## src/hdl/sdc_pkg.sv

```systemverilog
// Function
// - first falling clock after select samples bit
// - select 01 red, 10 green, 11 blue, 00 test
// - next five bits shift into selected register
// - word is write, select, delay msb first
// - delay equals code times two nanoseconds
// - after eight bits a new word starts
// - bits shift straight into destination register
// - short word leaves register partially shifted
// - all registers clear to zero at reset
// - select falling restarts count; frame each word
// - test word: zeros, slice code, mode bit
// - slice code two's complement, 50 mV steps
// - test mode: green slice, red/blue self delay
// - normal mode: outputs pulse on channel overlap
// - pulse positive if first leads, negative if second leads, none on a tie
package sdc_pkg;

  // ****************************************************
  // word layout and register selects
  // ****************************************************
  localparam int          WORD_BITS    = 8;
  localparam int          CNT_W        = 3;
  localparam int          PAYLOAD_W    = 5;
  localparam int          SLICE_W      = 4;
  localparam logic [2:0]  POS_WRITE    = 3'h0;
  localparam logic [2:0]  POS_SEL_HI   = 3'h1;
  localparam logic [2:0]  POS_SEL_LO   = 3'h2;
  localparam logic [2:0]  POS_LAST     = 3'h7;
  localparam logic        WRITE_VALUE  = 1'h0;
  localparam logic [1:0]  SEL_TEST     = 2'h0;
  localparam logic [1:0]  SEL_RED      = 2'h1;
  localparam logic [1:0]  SEL_GREEN    = 2'h2;
  localparam logic [1:0]  SEL_BLUE     = 2'h3;
  localparam int          NUM_REGS     = 4;
  localparam int          NUM_CH       = 3;
  localparam logic [4:0]  REG_RESET    = 5'h00;
  localparam int          TEST_MODE_BIT = 0;
  localparam int          SLICE_LSB    = 1;

  // ****************************************************
  // scaling and timing
  // ****************************************************
  localparam int          DELAY_STEP_NS = 2;
  localparam int          DELAY_NS_W    = 6;
  localparam int          SLICE_STEP_MV = 50;
  localparam int          SLICE_MV_W    = 10;
  localparam int          SCLK_MAX_MHZ  = 10;
  localparam int          CLK_MHZ       = 200;
  localparam int          SYNC_W        = 9;
  localparam logic [8:0]  SYNC_RESET    = 9'h004;

  // ****************************************************
  // serial state machine
  // ****************************************************
  typedef enum logic [1:0]
  {
    ST_IDLE   = 2'b01,
    ST_ACTIVE = 2'b10
  } sdc_state_type;

endpackage

```

## src/hdl/sdc_pair_if.sv

```systemverilog
`timescale 1ns/1ps
// pair of sliced signals in, signed overlap pulse out
interface sdc_pair_if;
  logic a;
  logic b;
  logic pos;
  logic neg;
  modport det
  (
    input  a,
    input  b,
    output pos,
    output neg
  );
  modport user
  (
    output a,
    output b,
    input  pos,
    input  neg
  );
endinterface

```

## src/hdl/sdc_overlap_det.sv

```systemverilog
`timescale 1ns/1ps
module sdc_overlap_det
  import sdc_pkg::*;
(
  input  wire logic clk,
  input  wire logic srst,
  input  wire logic ce,
  sdc_pair_if.det   pair
);

  logic a_prev_r;
  logic a_prev_nxt;
  logic b_prev_r;
  logic b_prev_nxt;
  logic lead_a_r;
  logic lead_a_nxt;
  logic lead_b_r;
  logic lead_b_nxt;
  logic pos_r;
  logic pos_nxt;
  logic neg_r;
  logic neg_nxt;

  // ****************************************************
  // leader tracking and overlap pulse
  // ****************************************************
  // note which signal rose first; clear when both are low
  always_comb
  begin
    a_prev_nxt = pair.a;
    b_prev_nxt = pair.b;
    lead_a_nxt = lead_a_r;
    lead_b_nxt = lead_b_r;
    if (!pair.a && !pair.b)
    begin
      lead_a_nxt = 1'b0;
      lead_b_nxt = 1'b0;
    end
    else
    begin
      // each new rise decides the leader afresh; a tie names none
      if (pair.a && !a_prev_r && !(pair.b && !b_prev_r))
      begin
        lead_a_nxt = !pair.b;
        lead_b_nxt = pair.b;
      end
      else if (pair.b && !b_prev_r && !(pair.a && !a_prev_r))
      begin
        lead_b_nxt = !pair.a;
        lead_a_nxt = pair.a;
      end
      else if (pair.a && !a_prev_r && pair.b && !b_prev_r)
      begin
        lead_a_nxt = 1'b0;
        lead_b_nxt = 1'b0;
      end
    end
    pos_nxt = pair.a && pair.b && lead_a_nxt;
    neg_nxt = pair.a && pair.b && lead_b_nxt;
  end

  always_ff @(posedge clk)
  begin
    if (srst)
    begin
      a_prev_r <= 1'b0;
      b_prev_r <= 1'b0;
      lead_a_r <= 1'b0;
      lead_b_r <= 1'b0;
      pos_r    <= 1'b0;
      neg_r    <= 1'b0;
    end
    else if (ce)
    begin
      a_prev_r <= a_prev_nxt;
      b_prev_r <= b_prev_nxt;
      lead_a_r <= lead_a_nxt;
      lead_b_r <= lead_b_nxt;
      pos_r    <= pos_nxt;
      neg_r    <= neg_nxt;
    end
  end

  assign pair.pos = pos_r;
  assign pair.neg = neg_r;

endmodule

```

## src/hdl/sdc_config_port.sv

```systemverilog
`timescale 1ns/1ps
module sdc_config_port
  import sdc_pkg::*;
(
  input  wire logic                         clk,
  input  wire logic                         srst,
  input  wire logic                         ce,
  input  wire logic                         frame_select_n,
  input  wire logic                         serial_clock,
  input  wire logic                         serial_data,
  input  wire logic [NUM_CH-1:0]            slice_in,
  input  wire logic [NUM_CH-1:0]            slice_out,
  output logic [PAYLOAD_W-1:0]              red_delay_code,
  output logic [PAYLOAD_W-1:0]              green_delay_code,
  output logic [PAYLOAD_W-1:0]              blue_delay_code,
  output logic [DELAY_NS_W-1:0]             red_delay_ns,
  output logic [DELAY_NS_W-1:0]             green_delay_ns,
  output logic [DELAY_NS_W-1:0]             blue_delay_ns,
  output logic [SLICE_W-1:0]                slice_code,
  output logic signed [SLICE_MV_W-1:0]      slice_mv,
  output logic                              test_mode,
  output logic                              green_shows_slice,
  output logic [NUM_CH-1:0]                 test_pulse_pos,
  output logic [NUM_CH-1:0]                 test_pulse_neg
);

  // ****************************************************
  // pin synchronisers
  // ****************************************************
  logic [SYNC_W-1:0] sync1_r;
  logic [SYNC_W-1:0] sync2_r;
  logic [SYNC_W-1:0] sync_nxt;
  logic              sclk_s;
  logic              sdata_s;
  logic              frame_n_s;
  logic [NUM_CH-1:0] in_s;
  logic [NUM_CH-1:0] out_s;

  // bit 2 is frame select, reset high so no frame is seen
  always_comb
  begin
    sync_nxt = {slice_out, slice_in, frame_select_n, serial_data,
                serial_clock};
  end

  always_ff @(posedge clk)
  begin
    if (srst)
    begin
      sync1_r <= SYNC_RESET;
      sync2_r <= SYNC_RESET;
    end
    else if (ce)
    begin
      sync1_r <= sync_nxt;
      sync2_r <= sync1_r;
    end
  end

  assign sclk_s    = sync2_r[0];
  assign sdata_s   = sync2_r[1];
  assign frame_n_s = sync2_r[2];
  assign in_s      = sync2_r[5:3];
  assign out_s     = sync2_r[8:6];

  // ****************************************************
  // serial word decoder
  // ****************************************************
  sdc_state_type          state_r;
  sdc_state_type          state_nxt;
  logic                   sclk_prev_r;
  logic                   sclk_prev_nxt;
  logic [CNT_W-1:0]       cnt_r;
  logic [CNT_W-1:0]       cnt_nxt;
  logic                   wr_n_r;
  logic                   wr_n_nxt;
  logic [1:0]             sel_r;
  logic [1:0]             sel_nxt;
  logic [PAYLOAD_W-1:0]   regs_r   [NUM_REGS];
  logic [PAYLOAD_W-1:0]   regs_nxt [NUM_REGS];
  logic                   sclk_fall;
  logic [CNT_W-1:0]       cnt_eff;

  assign sclk_fall = sclk_prev_r && !sclk_s;

  // count bits on falling serial clock while selected
  always_comb
  begin
    state_nxt     = state_r;
    sclk_prev_nxt = sclk_s;
    cnt_nxt       = cnt_r;
    wr_n_nxt      = wr_n_r;
    sel_nxt       = sel_r;
    cnt_eff       = cnt_r;
    regs_nxt      = regs_r;
    case (state_r)
      ST_IDLE:
      begin
        cnt_eff = '0;
        cnt_nxt = '0;
        if (!frame_n_s)
          state_nxt = ST_ACTIVE;
      end
      ST_ACTIVE:
      begin
        if (frame_n_s)
          state_nxt = ST_IDLE;
      end
      default:
      begin
        state_nxt = ST_IDLE;
        cnt_nxt   = '0;
      end
    endcase
    if (!frame_n_s && sclk_fall && state_r != ST_ACTIVE && state_r != ST_IDLE)
      cnt_eff = '0;
    if (!frame_n_s && sclk_fall)
    begin
      case (cnt_eff)
        POS_WRITE:  wr_n_nxt = (sdata_s != WRITE_VALUE);
        POS_SEL_HI: sel_nxt  = {sdata_s, sel_r[0]};
        POS_SEL_LO: sel_nxt  = {sel_r[1], sdata_s};
        default:
        begin
          // payload goes straight into the live register, msb first
          if (!wr_n_r)
            regs_nxt[sel_r] = {regs_r[sel_r][PAYLOAD_W-2:0],
                               sdata_s};
        end
      endcase
      // wrap to a new word after the eighth bit
      cnt_nxt = (cnt_eff == POS_LAST) ? '0 : cnt_eff + 1'b1;
    end
  end

  always_ff @(posedge clk)
  begin
    if (srst)
    begin
      state_r     <= ST_IDLE;
      sclk_prev_r <= 1'b0;
      cnt_r       <= '0;
      wr_n_r      <= 1'b0;
      sel_r       <= SEL_TEST;
      for (int i = 0; i < NUM_REGS; i++)
        regs_r[i] <= REG_RESET;
    end
    else if (ce)
    begin
      state_r     <= state_nxt;
      sclk_prev_r <= sclk_prev_nxt;
      cnt_r       <= cnt_nxt;
      wr_n_r      <= wr_n_nxt;
      sel_r       <= sel_nxt;
      regs_r      <= regs_nxt;
    end
  end

  assign red_delay_code   = regs_r[SEL_RED];
  assign green_delay_code = regs_r[SEL_GREEN];
  assign blue_delay_code  = regs_r[SEL_BLUE];
  assign test_mode        = regs_r[SEL_TEST][TEST_MODE_BIT];
  assign slice_code       = regs_r[SEL_TEST][PAYLOAD_W-1:SLICE_LSB];

  // ****************************************************
  // scaled views of the settings
  // ****************************************************
  logic [DELAY_NS_W-1:0]        dly_ns_r  [NUM_CH];
  logic [DELAY_NS_W-1:0]        dly_ns_nxt[NUM_CH];
  logic signed [SLICE_MV_W-1:0] slice_mv_r;
  logic signed [SLICE_MV_W-1:0] slice_mv_nxt;
  logic                         green_sl_r;
  logic                         green_sl_nxt;

  // delay in ns and slice level in mV from the codes
  always_comb
  begin
    for (int i = 0; i < NUM_CH; i++)
      dly_ns_nxt[i] = DELAY_NS_W'(regs_r[i+1] * DELAY_STEP_NS);
    slice_mv_nxt = SLICE_MV_W'($signed(slice_code) *
                               SLICE_STEP_MV);
    green_sl_nxt = test_mode;
  end

  always_ff @(posedge clk)
  begin
    if (srst)
    begin
      for (int i = 0; i < NUM_CH; i++)
        dly_ns_r[i] <= '0;
      slice_mv_r <= '0;
      green_sl_r <= 1'b0;
    end
    else if (ce)
    begin
      dly_ns_r   <= dly_ns_nxt;
      slice_mv_r <= slice_mv_nxt;
      green_sl_r <= green_sl_nxt;
    end
  end

  assign red_delay_ns      = dly_ns_r[0];
  assign green_delay_ns    = dly_ns_r[1];
  assign blue_delay_ns     = dly_ns_r[2];
  assign slice_mv          = slice_mv_r;
  assign green_shows_slice = green_sl_r;

  // ****************************************************
  // test outputs: one overlap detector per channel
  // ****************************************************
  for (genvar g = 0; g < NUM_CH; g++)
  begin : g_test
    sdc_pair_if pair ();
    // normal: this channel against the next; test: red and blue own in against out, green held low
    always_comb
    begin
      if (test_mode)
      begin
        pair.a = (g == 1) ? 1'b0 : in_s[g];
        pair.b = (g == 1) ? 1'b0 : out_s[g];
      end
      else
      begin
        pair.a = in_s[g];
        pair.b = in_s[(g + 1) % NUM_CH];
      end
    end
    sdc_overlap_det u_det
    (
      .clk  (clk),
      .srst (srst),
      .ce   (ce),
      .pair (pair)
    );
    assign test_pulse_pos[g] = pair.pos;
    assign test_pulse_neg[g] = pair.neg;
  end

endmodule

```

## config.mk

```make
export PLATFORM = sky130hd
export DESIGN_NAME = sdc_config_port
export DESIGN_NICKNAME = d
export VERILOG_FILES = /design/src/hdl/sdc_pkg.sv /design/src/hdl/sdc_pair_if.sv /design/src/hdl/sdc_overlap_det.sv /design/src/hdl/sdc_config_port.sv
export SDC_FILE = /design/constraint.sdc
export NUM_CORES = 1
export LEC_CHECK = 0
export BUFFER_PORTS_ARGS = -buffer_cell sky130_fd_sc_hd__buf_2
export CELL_PAD_IN_SITES_DETAIL_PLACEMENT = 0
export CELL_PAD_IN_SITES_GLOBAL_PLACEMENT = 1
export CORE_ASPECT_RATIO = 0.5
export CORE_MARGIN = 8
export CORE_UTILIZATION = 39
export DETAILED_ROUTE_END_ITERATION = 7
export GPL_ROUTABILITY_DRIVEN = 0
export MAX_ROUTING_LAYER = met4
export PLACE_DENSITY = 0.86
export REMOVE_ABC_BUFFERS = 1
export SYNTH_ARGS = -nofsm -noshare
export SYNTH_HDL_FRONTEND = slang
export SYNTH_HIERARCHICAL = 1
export SYNTH_SLANG_ARGS = --single-unit
```

## constraint.sdc

```tcl
create_clock -name clk -period 2.7 [get_ports clk]
set_input_delay 0.54 -clock clk [delete_from_list [all_inputs] [get_ports clk]]
set_output_delay 0.54 -clock clk [all_outputs]
set_load 0.01 [all_outputs]
```

After elaboration in Yosys (flattened, before gate mapping)
Cells that the tools add are included.
{ "classes": {"mux": 43, "n_eq_ne": 10, "n_reduce_logical": 63, "addsub": 1, "n_mul": 1, "order_cmp": 2, "bitwise_logic": 5} }
{ "op_table": {"columns": ["cell", "n"], "rows": [
  ["1-bit logical AND", 35],
  ["1-bit 2-to-1 mux", 28],
  ["20-bit bitwise mux", 1],
  ["1-bit logical NOT", 20],
  ["3-bit 2-to-1 mux", 5],
  ["4-bit AND reduction", 3],
  ["5-bit binary-select mux with 2-bit select", 1],
  ["5-bit demux with 2-bit select", 1],
  ["4-bit by 6-bit multiplier with 9-bit output, second input constant", 1],
  ["4-bit 2-to-1 mux", 2],
  ["2-bit inequality test, second input constant", 4],
  ["2-bit one-hot mux with 2 select lines", 2],
  ["3-bit AND reduction", 2],
  ["5-bit 2-to-1 mux", 1],
  ["2-bit 2-to-1 mux", 2],
  ["1-bit NOT", 4],
  ["3-bit by 1-bit adder with 3-bit output, second input constant", 1],
  ["3-bit by 1-bit == test with 1-bit output, second input constant", 1],
  ["3-bit by 2-bit == test with 1-bit output, second input constant", 1],
  ["3-bit == test, second input constant", 1],
  ["3-bit greater-or-equal comparator, second input constant", 1],
  ["3-bit logical NOT", 1],
  ["3-bit by 1-bit < comparator with 1-bit output, second input constant", 1],
  ["2-bit NOT with 3-bit output", 1],
  ["5 further kinds", 5]
]} }
{ "word_totals": {"reg_bits": 90, "word_cells": 160, "input_bits": 12} }

Longest topological paths before layout
{ "depth": {"ltp_word": 10, "mapped_depth": 12} }

Cells and area by module
The synthesis kept the hierarchy.
{ "by_module_without_submodules": {"columns": ["mod", "area_per_inst_um2", "instances", "seq_area_each_um2", "cells_per_inst"], "rows": [
  ["sdc_config_port", 3241.9, 1, 1401.3, 315],
  ["sdc_overlap_det", 289.0, 3, 120.1, 34]
]} }

Worst setup path after synthesis
Ideal clock, no wire load.
{ "synth_path": {"path_type": "flip-flop to flip-flop", "from": "register regs_r (netlist bit slice_code[1])", "to": "register slice_mv_r[9] (netlist: slice_mv[9])", "stages_incl_launch_ff": 10, "t_arrival_ps": 2393, "synth_period_minus_slack_ps": 2499, "setup_ps": 106, "path_slack_ps": 201, "cell_sequence": "dfxtp_1 -> fa_1 -> ha_1 -> inv_1 -> fa_1 -> inv_1 -> ha_1 -> a21oi_1 -> o21bai_1 -> o311ai_0"} }
{ "synth_via": {"elab_chain_cells": 1} }
{ "synth_rtl": {"columns": ["element", "line_no", "source"], "rows": [
  ["start: declaration", "sdc_config_port.sv:79", "logic [PAYLOAD_W-1:0] regs_r [NUM_REGS];"],
  ["start signal: assignment", "sdc_config_port.sv:155", "regs_r <= regs_nxt;"],
  ["4-bit by 6-bit multiplier with 9-bit output", "sdc_config_port.sv:180", "slice_mv_nxt = SLICE_MV_W'($signed(slice_code) *"],
  ["end signal: assignment", "sdc_config_port.sv:197", "slice_mv_r <= slice_mv_nxt;"],
  ["end: declaration", "sdc_config_port.sv:170", "logic signed [SLICE_MV_W-1:0] slice_mv_r;"]
]} }
Every way passes these cells.
A chain may end at the register's enable or synchronous reset.

Worst setup path after layout
Ends and elaborated chain as after synthesis.

==> results.sh <==
export IMPL_syn_area_um2=4110
export IMPL_drt_iter0_markers=154
export IMPL_detailroute_wirelength_met3_um=284
export IMPL_grt_overflow=0
export IMPL_dominant_combinational_cell_family_by_area_after_synthesis="multiplexers"
export IMPL_critPathCaptureType="register"
export IMPL_ys_seq_area_share_pct=42.9
export IMPL_initial_utilization_pct=40.2
export IMPL_design_portCount=67
export IMPL_skew_ns=0.00618
export IMPL_total_number_of_vias=2979
export IMPL_run_status="complete, no violations"
export IMPL_power_density_cell_area_nw_per_um2=551
export IMPL_complex_gate_fraction_of_the_synthesized_area_pct=10.7
export IMPL_final_critical_delay_including_setup_and_external_delays_ns=2.55
export IMPL_max_slew_violations=0
export IMPL_detailedRoute_firstPassIterationCount=4
export IMPL_avgSynthCellArea_um2=9.85
export IMPL_fp_row_count=26
export IMPL_synth_mux_area_share_pct=17.6
export IMPL_hpwlAfterDp_mm=5.89
export IMPL_via_count_of_the_first_global_routing_pass=2953
export IMPL_synth_adder_area_share_pct=5.54
export IMPL_most_frequently_used_cell_type_in_the_post_synthesis_netlist="sky130_fd_sc_hd__dfxtp_1"
export IMPL_die_w_um=161
export IMPL_cp_max_fo=3
export IMPL_antennaDiodeCount=0
export IMPL_tritoncts="built"
export IMPL_synthDominantAreaCellType="sky130_fd_sc_hd__dfxtp_1"
export IMPL_worst_slew_pin_transition_ns=0.533
export IMPL_htree_num_levels=3
export IMPL_top_layer_used="met4"
export IMPL_route_layer_met1_wl_mm=4.22
export IMPL_route_antenna_remaining_nets=0
export IMPL_synth_top_cell_area_share_pct=42.9
export IMPL_number_of_antenna_violations_at_the_first_check_in_global_routing=0
export IMPL_ys_seq_elements=88
export IMPL_synth_flop_cell="sky130_fd_sc_hd__dfxtp_1"
export IMPL_drive_gt1_share_pct=22.7
export IMPL_grt_setup_unrepaired="no"
export IMPL_worstSkewPairLatency_ns=0.33
export IMPL_synth_async_reset_ratio_pct=0
export IMPL_worst_ep_arrival_ns=2.79
export IMPL_detail_route_vias_per_cell=4.88
export IMPL_portBuffers=61
export IMPL_flow_area_growth_from_synthesis_pct=15.8
export IMPL_yosys_area_share_simple_pct=15.6
export IMPL_drc_errors=0
export IMPL_timing_critical_path_from_type="register"
export IMPL_vdd_ir_drop_worst_mv=0.286
export IMPL_totalWireLength_mm=8.41
export IMPL_cts_hold_buffers_added=0
export IMPL_synth_xor_area_share_pct=0.426
export IMPL_number_of_enable_type_register_cells_in_the_synthesized_netlist=0
export IMPL_cellLeakagePower_nw=2.24
export IMPL_design_core_area_um2=10200
export IMPL_avgRoutedWirePerCell_um=13.8
export IMPL_timing_final_setup_violations=0
export IMPL_yosys_top_cells_count="sky130_fd_sc_hd__dfxtp_1, sky130_fd_sc_hd__nor2_1, sky130_fd_sc_hd__mux2i_1"
export IMPL_timing_final_hold_violations=0
export IMPL_post_synth_inst_count=417
export IMPL_timing_fmax_ghz=0.392
export IMPL_route_met2_wl_mm=3.81
export IMPL_ys_warns=6
export IMPL_grt_first_pass_wirelength_mm=14.2
export IMPL_grt_use_total_pct=12.5
export IMPL_finalCritPeriodShare_pct=94.4
export IMPL_fin_area_um2=4760
export IMPL_grt_start_max_net_pins=61
export IMPL_timing_max_slew_rel_slack_pct=64.5
export IMPL_synthTopCellsByArea="sky130_fd_sc_hd__dfxtp_1, sky130_fd_sc_hd__mux2i_1, sky130_fd_sc_hd__nor2_1"
export IMPL_maxCapViolations=0
export IMPL_nets=497
export IMPL_numCtsBuffers=9
export IMPL_hp_class="primary input to register"
export IMPL_setup_worst_path_class="register to register"
export IMPL_timing_critical_path_required_ns=2.94
export IMPL_layout_filler_cells=974
export IMPL_floorplan_die_area_um2=14300
export IMPL_clock_tree_buffer_depth=2
export IMPL_cts_root_buffer_cell="sky130_fd_sc_hd__clkbuf_16"
export IMPL_synth_distinct_cells=49
export IMPL_chipHeight_um=88.6
export IMPL_totalNegativeSetupSlack_ns=0
export IMPL_cts_clk_slew_worst_paths_ns=0.06
export IMPL_detailed_place_area_um2=4470
export IMPL_cts_num_sinks=88
critical path, stage by stage (launching register included):
cell                       delay (ns)
sky130_fd_sc_hd__dfxtp_1         0.32
sky130_fd_sc_hd__fa_1            0.54
sky130_fd_sc_hd__ha_1            0.17
sky130_fd_sc_hd__inv_1           0.06
sky130_fd_sc_hd__fa_1            0.48
sky130_fd_sc_hd__inv_1           0.04
sky130_fd_sc_hd__ha_1            0.34
sky130_fd_sc_hd__a21oi_1         0.17
sky130_fd_sc_hd__o21bai_1        0.09
sky130_fd_sc_hd__o311ai_1        0.25
cell families (layout without fill, tap and decap cells):
group	Yosys count	count (layout)
AND/OR/NAND/NOR	133	133
flip-flops	88	88
multiplexers	67	67
buffers and inverters	56	107
AO/OA/AOI/OAI	53	53
adder cells (fa/ha/maj)	17	17
XOR/XNOR	2	2
other	1	4
stage by stage:
stage	hold slack (ns)	cells	power [mW]	worst slack (ns)	utilization [%]
floorplan	0.440	387	1.42	0.165	-
global placement	0.449	597	1.48	0.157	43.8
global route	0.424	611	2.74	0.00142	46.6
detailed placement	0.452	597	1.48	0.112	43.8
finish	0.427	611	2.62	0.150	46.6
CTS	0.425	611	2.65	0.0888	46.5
metal layers:
layer	up-vias	GRT usage, %
li1	1533	-
met1	1391	15.1
met2	46	20.1
met3	9	3.34
met4	0	4.25
met5	-	-
registers in the layout, summed over array words and instances (netlist names), 3 cells and up:
signal,cells
g_test.u_det/pair.pos,3
red_delay_ns,5
sync2_r,8
sync1_r,8
blue_delay_code,5
slice_code,4
blue_delay_ns,5
g_test.u_det/lead_b_r,3
green_delay_code,5
cnt_r,3
slice_mv,9
g_test.u_det/b_prev_r,3
red_delay_code,5
g_test.u_det/lead_a_r,3
green_delay_ns,5
g_test.u_det/a_prev_r,3
g_test.u_det/pair.neg,3
path summary, 6_finish.rpt:
path	end	cells past startpoint	slack [ns]	from
worst max-delay path	slice_mv[9]$_SDFFE_PP0P_	9	0.15	slice_code[1]$_SDFFE_PP0P_
worst min-delay path	sync1_r[2]$_SDFFE_PP1P_	3	0.43	frame_select_n
worst min register to register	g_test[2].u_det/pair.pos$_SDFFE_PP0P_	2	0.46	g_test[2].u_det/pair.pos$_SDFFE_PP0P_
worst max register to register	slice_mv[9]$_SDFFE_PP0P_	9	0.15	slice_code[1]$_SDFFE_PP0P_
repair_timing:
| item | 4_1_cts | 5_1_grt |
|---|---|---|
| setup buffers | 0 | 0 |
| resized for setup | 0 | 3 |
| endpoints found under the setup margin | 0 | 3 |
power by group:
group          internal, mW  leakage, nW  switching (mW)
logic                0.0485         1.39          0.0738
registers              1.32        0.712          0.0146
clock network         0.690        0.141           0.478
layout make-up:
class / instances / area (µm²) / share of cell area, %
sequential: 88 / 1760 / 37.0
tap: 140 / 175 / 3.68
multi-input combinational: 276 / 2070 / 43.5
clock buffer: 12 / 267 / 5.60
timing repair buffer: 70 / 385 / 8.10
clock inverter: 2 / 13.8 / 0.289
inverter: 23 / 86.3 / 1.81
placed cells by master, fill, tap and decap left out, types with 4 or more instances in the layout:
cell type	synthesis	layout
sky130_fd_sc_hd__buf_4	13	8
sky130_fd_sc_hd__nand2_1	12	12
sky130_fd_sc_hd__nor2_1	75	75
sky130_fd_sc_hd__nor3_1	4	4
sky130_fd_sc_hd__a21oi_1	19	19
sky130_fd_sc_hd__conb_1	1	4
sky130_fd_sc_hd__mux4_2	4	4
sky130_fd_sc_hd__nand2b_1	8	8
sky130_fd_sc_hd__nor4_1	4	4
sky130_fd_sc_hd__mux2i_1	62	62
sky130_fd_sc_hd__dfxtp_1	88	88
sky130_fd_sc_hd__nor2b_1	8	8
sky130_fd_sc_hd__clkbuf_16	0	9
sky130_fd_sc_hd__inv_1	20	20
sky130_fd_sc_hd__buf_2	7	61
sky130_fd_sc_hd__nand4_1	4	4
sky130_fd_sc_hd__ha_1	15	15
(Power assumes the default switching activity.)
